--- src/nfh_pkg.sv ---
package nfh_pkg;

    // Bus and address geometry
    localparam int          BUS_W        = 16;
    localparam int          ADDR_W       = 28;
    localparam int          CNT_W        = 3;
    localparam logic [1:0]  LAST_ADDR_IX = 2'h3;

    // Array organisation
    localparam int          BLOCKS       = 1024;
    localparam int          PAGES        = 64;
    localparam int          MAIN_BYTES   = 2048;
    localparam int          SPARE_BYTES  = 64;
    localparam int          PAGE_WORDS16 = 1056;

    // Command codes
    localparam logic [7:0]  OP_READ      = 8'h00;
    localparam logic [7:0]  OP_READ_GO   = 8'h30;
    localparam logic [7:0]  OP_CB_READ   = 8'h35;
    localparam logic [7:0]  OP_ID        = 8'h90;
    localparam logic [7:0]  OP_STATUS    = 8'h70;
    localparam logic [7:0]  OP_RESET     = 8'hff;
    localparam logic [7:0]  OP_PROG      = 8'h80;
    localparam logic [7:0]  OP_CB_PROG   = 8'h85;
    localparam logic [7:0]  OP_PROG_GO   = 8'h10;
    localparam logic [7:0]  OP_ERASE     = 8'h60;
    localparam logic [7:0]  OP_ERASE_GO  = 8'hd0;
    localparam logic [7:0]  OP_RND_OUT   = 8'h05;
    localparam logic [7:0]  OP_RND_GO    = 8'he0;
    localparam logic [7:0]  OP_PARAM     = 8'hec;

    // Timing
    localparam int          CLK_MHZ      = 20;
    localparam int          WE_LOW_NS    = 25;
    localparam int          WE_HIGH_NS   = 15;
    localparam int          READ_ACCESS_DELAY_NS = 20;
    localparam int          RD_HIGH_NS   = 10;

    function automatic int cyc_up(input int ns);
        int c;
        c = (ns * CLK_MHZ + 999) / 1000;
        return (c < 1) ? 1 : c;
    endfunction : cyc_up

    localparam logic [CNT_W-1:0] WE_LOW_LD  = CNT_W'(cyc_up(WE_LOW_NS) - 1);
    localparam logic [CNT_W-1:0] WE_HIGH_LD = CNT_W'(cyc_up(WE_HIGH_NS) - 1);
    localparam logic [CNT_W-1:0] RD_ACC_LD  = CNT_W'(cyc_up(READ_ACCESS_DELAY_NS) - 1);
    localparam logic [CNT_W-1:0] RD_HIGH_LD = CNT_W'(cyc_up(RD_HIGH_NS) - 1);

    typedef enum logic [1:0] {
        K_CMD   = 2'h0,
        K_ADDR  = 2'h1,
        K_WDATA = 2'h2,
        K_RDATA = 2'h3
    } nfh_kind_t;

    typedef enum logic [2:0] {
        ST_IDLE  = 3'h0,
        ST_WLOW  = 3'h1,
        ST_WHIGH = 3'h3,
        ST_RLOW  = 3'h2,
        ST_RHIGH = 3'h6
    } nfh_state_t;

    function automatic logic cmd_legal(input logic [7:0] c);
        case (c)
            OP_READ, OP_READ_GO, OP_CB_READ, OP_ID, OP_STATUS, OP_RESET, OP_PROG,
            OP_CB_PROG, OP_PROG_GO, OP_ERASE, OP_ERASE_GO, OP_RND_OUT, OP_RND_GO,
            OP_PARAM: return 1'b1;
            default:  return 1'b0;
        endcase
    endfunction : cmd_legal

endpackage : nfh_pkg

--- src/nfh_host.sv ---
`timescale 1ns/10ps
// Functional notes
// - Ready/busy only pulls low; host side supplies the pull-up.
// - x8 address is four cycles: column A0-A11 low first, then row A12-A27.
// - Upper four bits of the second x8 address cycle are driven low.
// - x16 address: column A0-A10, row A11-A26; bits 15-8 and spare bits low.
// - During data output both latches low, select low, write strobe high.
// - Commands, addresses and data share one 8 or 16 bit bus.
// - Page read is 00h, four addresses, 30h; 00h already held after power-on.
// - Host never issues command codes outside the defined set.
module nfh_host (
    // Clock and reset
    input  wire logic                          clock,
    input  wire logic                          resetn,
    // Mode and write guard control
    input  wire logic                          x16_mode,
    input  wire logic                          write_allow,
    // Request port
    input  wire logic                          req_valid,
    output logic                               req_ready,
    input  wire nfh_pkg::nfh_kind_t            req_kind,
    input  wire logic [nfh_pkg::BUS_W-1:0]     req_data,
    input  wire logic [nfh_pkg::ADDR_W-1:0]    req_addr,
    output logic                               cmd_reject,
    // Read data port
    output logic                               rd_valid,
    input  wire logic                          rd_ready,
    output logic [nfh_pkg::BUS_W-1:0]          rd_data,
    // Device status
    output logic                               dev_busy,
    // Device pins
    output logic                               ce_n,
    output logic                               cle,
    output logic                               ale,
    output logic                               we_n,
    output logic                               read_strobe_n,
    output logic                               wp_n,
    output logic [nfh_pkg::BUS_W-1:0]          io_out,
    output logic                               io_oe,
    input  wire logic [nfh_pkg::BUS_W-1:0]     io_in,
    input  wire logic                          ready_busy_n
);

    ////////////////////////////////////////////////////////////////////////////
    // Declarations

    nfh_pkg::nfh_state_t              state_ff, nxt_state;
    logic [nfh_pkg::CNT_W-1:0]        cnt_ff, nxt_cnt;
    logic [1:0]                       aix_ff, nxt_aix;
    logic [nfh_pkg::ADDR_W-1:0]       addr_ff, nxt_addr;
    logic                             rdy_ff, nxt_rdy;
    logic                             rej_ff, nxt_rej;
    logic                             busy_ff, nxt_busy;
    logic                             ce_n_ff, nxt_ce_n;
    logic                             cle_ff, nxt_cle;
    logic                             ale_ff, nxt_ale;
    logic                             we_n_ff, nxt_we_n;
    logic                             read_strobe_n_ff, nxt_read_strobe_n;
    logic                             wp_n_ff, nxt_wp_n;
    logic [nfh_pkg::BUS_W-1:0]        out_ff, nxt_out;
    logic                             oe_ff, nxt_oe;
    logic                             push;
    logic [nfh_pkg::BUS_W-1:0]        push_data;
    logic [1:0]                       cnt_q_ff, nxt_cnt_q;
    logic [nfh_pkg::BUS_W-1:0]        head_ff, nxt_head;
    logic [nfh_pkg::BUS_W-1:0]        tail_ff, nxt_tail;
    logic                             val_ff, nxt_val;
    logic                             pop;

    // Address cycle packing per bus width
    function automatic logic [nfh_pkg::BUS_W-1:0] pack_addr(input logic [nfh_pkg::ADDR_W-1:0] a,
                                                           input logic [1:0] ix, input logic w16);
        logic [7:0] b;
        b = 8'h00;
        if (!w16) begin
            case (ix)
                2'h0:    b = a[7:0];
                2'h1:    b = {4'h0, a[11:8]};
                2'h2:    b = a[19:12];
                default: b = a[27:20];
            endcase
        end else begin
            case (ix)
                2'h0:    b = a[7:0];
                2'h1:    b = {5'h00, a[10:8]};
                2'h2:    b = a[18:11];
                default: b = a[26:19];
            endcase
        end
        return {8'h00, b};
    endfunction : pack_addr

    ////////////////////////////////////////////////////////////////////////////
    // Bus sequencer

    assign push      = (state_ff == nfh_pkg::ST_RLOW) && (cnt_ff == '0);
    assign push_data = x16_mode ? io_in : {8'h00, io_in[7:0]};

    always_comb begin
        nxt_state = state_ff;
        nxt_cnt   = cnt_ff;
        nxt_aix   = aix_ff;
        nxt_addr  = addr_ff;
        nxt_rej   = 1'b0;
        nxt_ce_n  = ce_n_ff;
        nxt_cle   = cle_ff;
        nxt_ale   = ale_ff;
        nxt_we_n  = we_n_ff;
        nxt_read_strobe_n = read_strobe_n_ff;
        nxt_out   = out_ff;
        nxt_oe    = oe_ff;
        nxt_wp_n  = write_allow;
        nxt_busy  = ~ready_busy_n;
        case (state_ff)
            nfh_pkg::ST_IDLE: begin
                if (req_valid && rdy_ff) begin
                    nxt_cnt = nfh_pkg::WE_LOW_LD;
                    case (req_kind)
                        nfh_pkg::K_CMD: begin
                            if (nfh_pkg::cmd_legal(req_data[7:0])) begin
                                nxt_state = nfh_pkg::ST_WLOW;
                                nxt_cle   = 1'b1;
                                nxt_out   = {8'h00, req_data[7:0]};
                            end else begin
                                nxt_rej   = 1'b1;
                            end
                        end
                        nfh_pkg::K_ADDR: begin
                            nxt_state = nfh_pkg::ST_WLOW;
                            nxt_ale   = 1'b1;
                            nxt_addr  = req_addr;
                            nxt_aix   = 2'h0;
                            nxt_out   = pack_addr(req_addr, 2'h0, x16_mode);
                        end
                        nfh_pkg::K_WDATA: begin
                            nxt_state = nfh_pkg::ST_WLOW;
                            nxt_out   = x16_mode ? req_data : {8'h00, req_data[7:0]};
                        end
                        default: begin
                            nxt_state = nfh_pkg::ST_RLOW;
                            nxt_cnt   = nfh_pkg::RD_ACC_LD;
                        end
                    endcase
                    if (nxt_state != nfh_pkg::ST_IDLE) begin
                        nxt_ce_n = 1'b0;
                        nxt_oe   = (nxt_state == nfh_pkg::ST_WLOW);
                        nxt_we_n = (nxt_state != nfh_pkg::ST_WLOW);
                        nxt_read_strobe_n = (nxt_state != nfh_pkg::ST_RLOW);
                    end
                end
            end
            nfh_pkg::ST_WLOW: begin
                if (cnt_ff == '0) begin
                    nxt_state = nfh_pkg::ST_WHIGH;
                    nxt_we_n  = 1'b1;
                    nxt_cnt   = nfh_pkg::WE_HIGH_LD;
                end else begin
                    nxt_cnt = cnt_ff - 1'b1;
                end
            end
            nfh_pkg::ST_WHIGH: begin
                if (cnt_ff != '0) begin
                    nxt_cnt = cnt_ff - 1'b1;
                end else if (ale_ff && aix_ff != nfh_pkg::LAST_ADDR_IX) begin
                    nxt_state = nfh_pkg::ST_WLOW;
                    nxt_aix   = aix_ff + 1'b1;
                    nxt_out   = pack_addr(addr_ff, aix_ff + 1'b1, x16_mode);
                    nxt_we_n  = 1'b0;
                    nxt_cnt   = nfh_pkg::WE_LOW_LD;
                end else begin
                    nxt_state = nfh_pkg::ST_IDLE;
                    nxt_cle   = 1'b0;
                    nxt_ale   = 1'b0;
                    nxt_oe    = 1'b0;
                    nxt_ce_n  = 1'b1;
                end
            end
            nfh_pkg::ST_RLOW: begin
                if (cnt_ff == '0) begin
                    nxt_state = nfh_pkg::ST_RHIGH;
                    nxt_read_strobe_n = 1'b1;
                    nxt_cnt   = nfh_pkg::RD_HIGH_LD;
                end else begin
                    nxt_cnt = cnt_ff - 1'b1;
                end
            end
            nfh_pkg::ST_RHIGH: begin
                if (cnt_ff == '0) begin
                    nxt_state = nfh_pkg::ST_IDLE;
                    nxt_ce_n  = 1'b1;
                end else begin
                    nxt_cnt = cnt_ff - 1'b1;
                end
            end
            default: begin
                nxt_state = nfh_pkg::ST_IDLE;
                nxt_ce_n  = 1'b1;
                nxt_cle   = 1'b0;
                nxt_ale   = 1'b0;
                nxt_we_n  = 1'b1;
                nxt_read_strobe_n = 1'b1;
                nxt_oe    = 1'b0;
            end
        endcase
        nxt_rdy = (nxt_state == nfh_pkg::ST_IDLE) && (nxt_cnt_q != 2'h2);
    end

    always_ff @(posedge clock or negedge resetn) begin
        if (!resetn) begin
            state_ff <= nfh_pkg::ST_IDLE;
            cnt_ff   <= '0;
            aix_ff   <= 2'h0;
            addr_ff  <= '0;
            rdy_ff   <= 1'b0;
            rej_ff   <= 1'b0;
            busy_ff  <= 1'b0;
            ce_n_ff  <= 1'b1;
            cle_ff   <= 1'b0;
            ale_ff   <= 1'b0;
            we_n_ff  <= 1'b1;
            read_strobe_n_ff <= 1'b1;
            wp_n_ff  <= 1'b0;
            out_ff   <= '0;
            oe_ff    <= 1'b0;
        end else begin
            state_ff <= nxt_state;
            cnt_ff   <= nxt_cnt;
            aix_ff   <= nxt_aix;
            addr_ff  <= nxt_addr;
            rdy_ff   <= nxt_rdy;
            rej_ff   <= nxt_rej;
            busy_ff  <= nxt_busy;
            ce_n_ff  <= nxt_ce_n;
            cle_ff   <= nxt_cle;
            ale_ff   <= nxt_ale;
            we_n_ff  <= nxt_we_n;
            read_strobe_n_ff <= nxt_read_strobe_n;
            wp_n_ff  <= nxt_wp_n;
            out_ff   <= nxt_out;
            oe_ff    <= nxt_oe;
        end
    end

    ////////////////////////////////////////////////////////////////////////////
    // Two-entry read buffer

    assign pop = val_ff && rd_ready;

    always_comb begin
        nxt_head  = head_ff;
        nxt_tail  = tail_ff;
        nxt_cnt_q = cnt_q_ff;
        case ({push, pop})
            2'b10: begin
                if (cnt_q_ff == 2'h0) nxt_head = push_data;
                else                  nxt_tail = push_data;
                nxt_cnt_q = cnt_q_ff + 2'h1;
            end
            2'b01: begin
                nxt_head  = tail_ff;
                nxt_cnt_q = cnt_q_ff - 2'h1;
            end
            2'b11: begin
                if (cnt_q_ff == 2'h1) nxt_head = push_data;
                else begin
                    nxt_head = tail_ff;
                    nxt_tail = push_data;
                end
            end
            default: begin
                nxt_cnt_q = cnt_q_ff;
            end
        endcase
        nxt_val = (nxt_cnt_q != 2'h0);
    end

    always_ff @(posedge clock or negedge resetn) begin
        if (!resetn) begin
            head_ff  <= '0;
            tail_ff  <= '0;
            cnt_q_ff <= 2'h0;
            val_ff   <= 1'b0;
        end else begin
            head_ff  <= nxt_head;
            tail_ff  <= nxt_tail;
            cnt_q_ff <= nxt_cnt_q;
            val_ff   <= nxt_val;
        end
    end

    assign req_ready  = rdy_ff;
    assign cmd_reject = rej_ff;
    assign rd_valid   = val_ff;
    assign rd_data    = head_ff;
    assign dev_busy   = busy_ff;
    assign ce_n       = ce_n_ff;
    assign cle        = cle_ff;
    assign ale        = ale_ff;
    assign we_n       = we_n_ff;
    assign read_strobe_n = read_strobe_n_ff;
    assign wp_n       = wp_n_ff;
    assign io_out     = out_ff;
    assign io_oe      = oe_ff;
endmodule : nfh_host

--- config.mk ---
export PLATFORM = sky130hd
export DESIGN_NAME = nfh_host
export DESIGN_NICKNAME = d
export VERILOG_FILES = /design/src/nfh_pkg.sv /design/src/nfh_host.sv
export SDC_FILE = /design/constraint.sdc
export NUM_CORES = 1
export LEC_CHECK = 0
export ABC_AREA = 1
export BUFFER_PORTS_ARGS = -buffer_cell sky130_fd_sc_hd__buf_4
export CAP_MARGIN = 20
export CORE_AREA = 2 2 125 127
export DETAILED_ROUTE_END_ITERATION = 12
export DIE_AREA = 0 0 127 129
export HOLD_SLACK_MARGIN = 0.05
export PLACE_DENSITY_LB_ADDON = 0.25
export SETUP_SLACK_MARGIN = 0.4
export SLEW_MARGIN = 40
export SYNTH_ARGS = -nofsm -noshare
export SYNTH_HDL_FRONTEND = slang
export SYNTH_SLANG_ARGS = --single-unit
--- constraint.sdc ---
create_clock -name clock -period 2.6 [get_ports clock]
set_clock_uncertainty 0.15 [all_clocks]
set_input_delay 0.26 -clock clock [delete_from_list [all_inputs] [get_ports clock]]
set_output_delay 0.26 -clock clock [all_outputs]
set_load 0.005 [all_outputs]
# --- Yosys cells after proc, flatten, opt, wreduce, memory -nomap -nowiden ---
# Index checks and enable logic that the tools add are counted.
word_totals:
  regBits: 97
  inputBits: 69
  elab_cells: 187
  out_inout_bits: 43
op_classes:
  n_addsub: 4
  reduce_logical: 37
  n_eq_ne: 48
  n_bitwise: 5
  muxes: 74
ops:
  columns: ["op", "count"]
  rows:
  - ["2-to-1 mux 16 bit", 10]
  - ["one-hot mux 16 bit (3 select lines)", 2]
  - ["one-hot mux 16 bit (2 select lines)", 2]
  - ["== test 8 bit, second input constant", 7]
  - ["one-hot mux 8 bit (3 select lines)", 2]
  - ["2-to-1 mux 3 bit", 13]
  - ["2-to-1 mux 1 bit", 29]
  - ["!= test 2 bit, second input constant", 14]
  - ["AND reduction 6 bit", 4]
  - ["== test 8 x 6 -> 1 bit, second input constant", 2]
  - ["== test 8 x 7 -> 1 bit, second input constant", 2]
  - ["one-hot mux 3 bit (5 select lines)", 1]
  - ["AND reduction 5 bit", 3]
  - ["OR reduction 14 bit", 1]
  - ["one-hot mux 1 bit (3 select lines)", 4]
  - ["one-hot mux 3 bit (4 select lines)", 1]
  - ["logical NOT 3 bit", 3]
  - ["nonzero test 3 bit", 3]
  - ["== test 2 x 1 -> 1 bit, second input constant", 4]
  - ["== test 2 bit, second input constant", 4]
  - ["== test 8 x 3 -> 1 bit, second input constant", 1]
  - ["== test 8 x 5 -> 1 bit, second input constant", 1]
  - ["logical NOT 8 bit", 1]
  - ["2-to-1 mux 2 bit", 4]
  - ["25 further kinds", 50]

# --- Logic depth before layout (Yosys ltp) ---
depth:
  word_depth: 14
  depth_mapped: 15
  depth_no_buf: 15

# --- Worst setup path before layout ---
# Ideal clock, no wire load.
synth_path:
  kind: "flip-flop to flip-flop"
  startpoint: "register cnt_ff[0] in the netlist's numbering"
  endpoint: "register head_ff, in the netlist rd_data[10]"
  period_less_slack_ns: 2.318
  t_arrival_ns: 2.051
  path_stages_with_launch: 13
  setup_slack_ns: 0.282
  required_time_ns: 2.333
  setup_ns: 0.117
  n_path_buf: 1
  path_cell_list: "dfrtp_1 -> inv_1 -> ha_1 -> nand2_1 -> nor2_1 -> nand2_1 -> inv_1 -> ha_1 -> a21oi_1 -> inv_1 -> clkbuf_1 -> nand2_1 -> nand2_1"
synth_via:
  elab_chain_len: 5
  word_cells_on_any_way: 9
  cone_classes: "eq/ne (4); mux (1); reduce/logical (4)"
synth_rtl:
  columns: ["item", "line", "source"]
  rows:
  - ["start: declaration", "nfh_host.sv:48", "logic [nfh_pkg::CNT_W-1:0] cnt_ff, nxt_cnt;"]
  - ["start signal: assignment", "nfh_host.sv:227", "cnt_ff <= nxt_cnt;"]
  - ["logical NOT 3 bit *", "nfh_host.sv:96", "assign push = (state_ff == nfh_pkg::ST_RLOW) && (cnt_ff == '0);"]
  - ["logical AND 1 bit *", "nfh_host.sv:96", null]
  - ["== test 2 bit / == test 2 x 1 -> 1 bit (equally long branches)", "nfh_host.sv:253", "case ({push, pop})"]
  - ["!= test 2 bit (no line) / nonzero test 3 bit (equally long branches)", null, null]
  - ["AND reduction 2 bit (no line)", null, null]
  - ["end signal: assignment", "nfh_host.sv:284", "head_ff <= nxt_head;"]
  - ["end: declaration", "nfh_host.sv:65", "logic [nfh_pkg::BUS_W-1:0] head_ff, nxt_head;"]
# Every way passes the cells marked *; elsewhere a longest branch is shown, timed or not.
# A chain may end at the register's enable or synchronous reset.

# --- Final worst setup path ---
layout_path:
  startpoint: "register cnt_ff[0] in the netlist's numbering"
  endpoint: "register head_ff, in the netlist rd_data[5]"
# The elaborated chain is that of the path after synthesis.

==> qor.yml <==
numCtsBuffers: 9
cp.required_ns: 2.74
criticalPathCategory: "flop to flop"
hpwl_um: 9840
grt_pass1_wl_um: 22400
antenna_left: 0
fin_cells: 968
seq_area_frac_synth_pct: 47.2
n_antenna_cell: 0
rows: 45
placedCellCount: 906
grt_setup_unrepaired: "yes"
grt_overflow: 0
yosysTopAreaCellShare_pct: 45.7
numPortBuffers: 111
fin_hold_ws_ns: 0.0482
cp_max_fo: 8
clock_sinks: 97
maxSlewViolCount: 0
async_flop_share_pct: 100
cts_tree: "done"
num_vias: 4781
final.min_clock_period_ns: 2.09
cts-root-buf: "clkbuf_16"
swShare_pct: 38.1
final_cell_area_mm2: 0.00701
cp.arrival_ns: 2.24
ys_ff_latch: 97
path_clk_slew_ns: 0.07
p_leak_nw: 3.55
max-vdd-ir-drop_uv: 445
pwr-share-comb_pct: 43.0
drt_iter0_markers: 339
r2r_start: "cnt_ff[0]"
maxCapViolations: 0
switchingPower_mw: 2.55
yosysWarnings: 0
synth_edf_count: 0
endpoint_kind: "flop"
grt_max_degree: 59
worstMarginPinSlew_ns: 0.647
clock_latency_ns: 0.35
drc: 0
synthTopCellsByCount: "nand2_1, dfrtp_1, o21ai_0"
antenna_found_initial: 0
synth.most_common_cell: "nand2_1"
power_mw: 6.70
clockBufferDepth: 2
synth_area_mm2: 0.00515
grt_util_all_layers_pct: 16.9
areaGrowthSynthToFinish_pct: 36.1
setup_tns_ns: 0
ys_top_cells_by_area: "dfrtp_1, nand2_1, o21ai_0"
fin_ws_ns: 0.506
reg2reg_depth: 14
fin_util_pct: 46.8
hp-class: "input port to flop"
synthCells: 619
drive_above_1_share_pct: 26.8
ios: 112
hp-start: "io_in[0]"
dp_slack_ns: 0.200
worstSetupStartpointType: "flop"
r2r_slack_ns: 0.51
hold_end: "tail_ff[0]"
clkPwrFrac_pct: 19.1
slew_headroom_pct: 56.7
h-tree-depth: 3
fp.dieH_um: 129
drt_wl_total_um: 13900
setup_viol: 0
final_net_count: 860
core-area_mm2: 0.0150
synth_top_cell_by_area: "dfrtp_1"
routabilityCongestion: 0.894
pwr-share-seq_pct: 37.9
min_period_over_period_pct: 80.5
cp-startpoint: "cnt_ff[0]"
synth_ff_type: "dfrtp_1"
r2r_end: "rd_data[5]"
hold_violations: 0
grt_pass1_vias: 4815
powerDensity_mw_per_mm2: 956
synth_cell_types: 42
start_util_pct: 34.4
syn-mean-instance-area_um2: 8.32
max_freq_ghz: 0.478
die_w_um: 127
dr.pass1.iters: 5
synth_nets: 704
vias_per_cell: 4.94
min_path_cells: 3
die-area_mm2: 0.0164
place_area_mm2: 0.00619
internal-power_mw: 4.15
status: "completed"
wire_per_inst_um: 14.4
==> final cells by class <==
| type | instances | area [um^2] |
|---|---|---|
| Clock buffer | 12 | 246 |
| Timing Repair Buffer | 165 | 1380 |
| Fill cell | 1449 | 7970 |
| Inverter | 63 | 250 |
| Sequential cell | 97 | 2430 |
| Tap cell | 188 | 235 |
| Clock inverter | 4 | 30.0 |
| Multi-Input combinational cell | 439 | 2430 |
==> how the worst max path moves through the flow <==
stage,end,slack [ns]
global placement,req_ready,0.21
detailed placement,rd_data[4],0.20
CTS,io_out[12],0.40
global route,tail_ff[6],0.36
floorplan,rd_data[10],0.43
finish,rd_data[5],0.51
==> power groups by stage <==
stage / sequential, mW / combinational, mW / clock, mW
finish: 2.54 / 2.88 / 1.28
global route: 2.62 / 3.19 / 1.38
CTS: 2.54 / 2.79 / 1.32
detailed placement: 2.56 / 2.67 / 0
global placement: 2.54 / 2.60 / 0
floorplan: 2.49 / 1.71 / 0
==> cells by family (layout without fill, tap and decap cells) <==
kind of cell | count (synthesis) | count (layout) | share of synthesized area [%]
xor gates and xnor gates | 1 | 1 | 0.170
adders and majority gates | 16 | 16 | 3.89
and+or+nand+nor | 284 | 284 | 22.9
DFF | 97 | 97 | 47.2
muxes | 19 | 19 | 4.93
AOI/OAI and AO/OA | 119 | 119 | 13.9
buffers and inverters | 83 | 244 | 7.00
==> per-layer routing <==
layer / GRT usage, % / vias up / share of wire, %
li1: - / 2321 / -
met1: 21.4 / 2277 / 44
met2: 28.9 / 161 / 49
met3: 4.03 / 22 / 5.3
met4: 5.04 / 0 / 1.7
met5: 0 / - / 0
==> placed cells by master, fill, tap and decap left out, drive strengths merged, types with 2 or more instances in the layout <==
cell and count:
ha 16, clkinv 6, or2 2, nand4 2
nor2 39, o21ai 81, buf 125, o22ai 3
a22o 4, nor3 7, clkinvlp 2, a221oi 6
mux2 18, dfstp 3, inv 59, nand2 202
dlygate4sd3 40, nand3 31, a21oi 17, a31oi 4
dfrtp 94, clkbuf 12
==> flip-flops by register name, summed over array words and instances (netlist names), 2 cells and up <==
| name | flops |
|---|---|
| tail_ff | 16 |
| cnt_q_ff | 2 |
| rd_data | 16 |
| addr_ff | 28 |
| io_out | 16 |
| state_ff | 3 |
| aix_ff | 2 |
| cnt_ff | 3 |
==> timing repair <==
item                       CTS  global route
pin swaps                    1             5
setup endpoints to repair   34            52
buffers inserted             2             3
hold buffers                40             0
resized for setup           10            27
hold endpoints to repair    78             0
cloned                       0             1
==> critical path, stage by stage (launching register included) <==
cell	delay, ns
dfrtp_1	0.38
inv_2	0.10
ha_4	0.15
nand2_4	0.08
nor2_4	0.14
nand2_4	0.08
inv_4	0.07
ha_4	0.13
inv_1	0.06
o21ai_2	0.21
buf_6	0.17
nand3_1	0.06
o21ai_0	0.10
nand2_1	0.08
nand2_1	0.06
(Power assumes the default switching activity.)
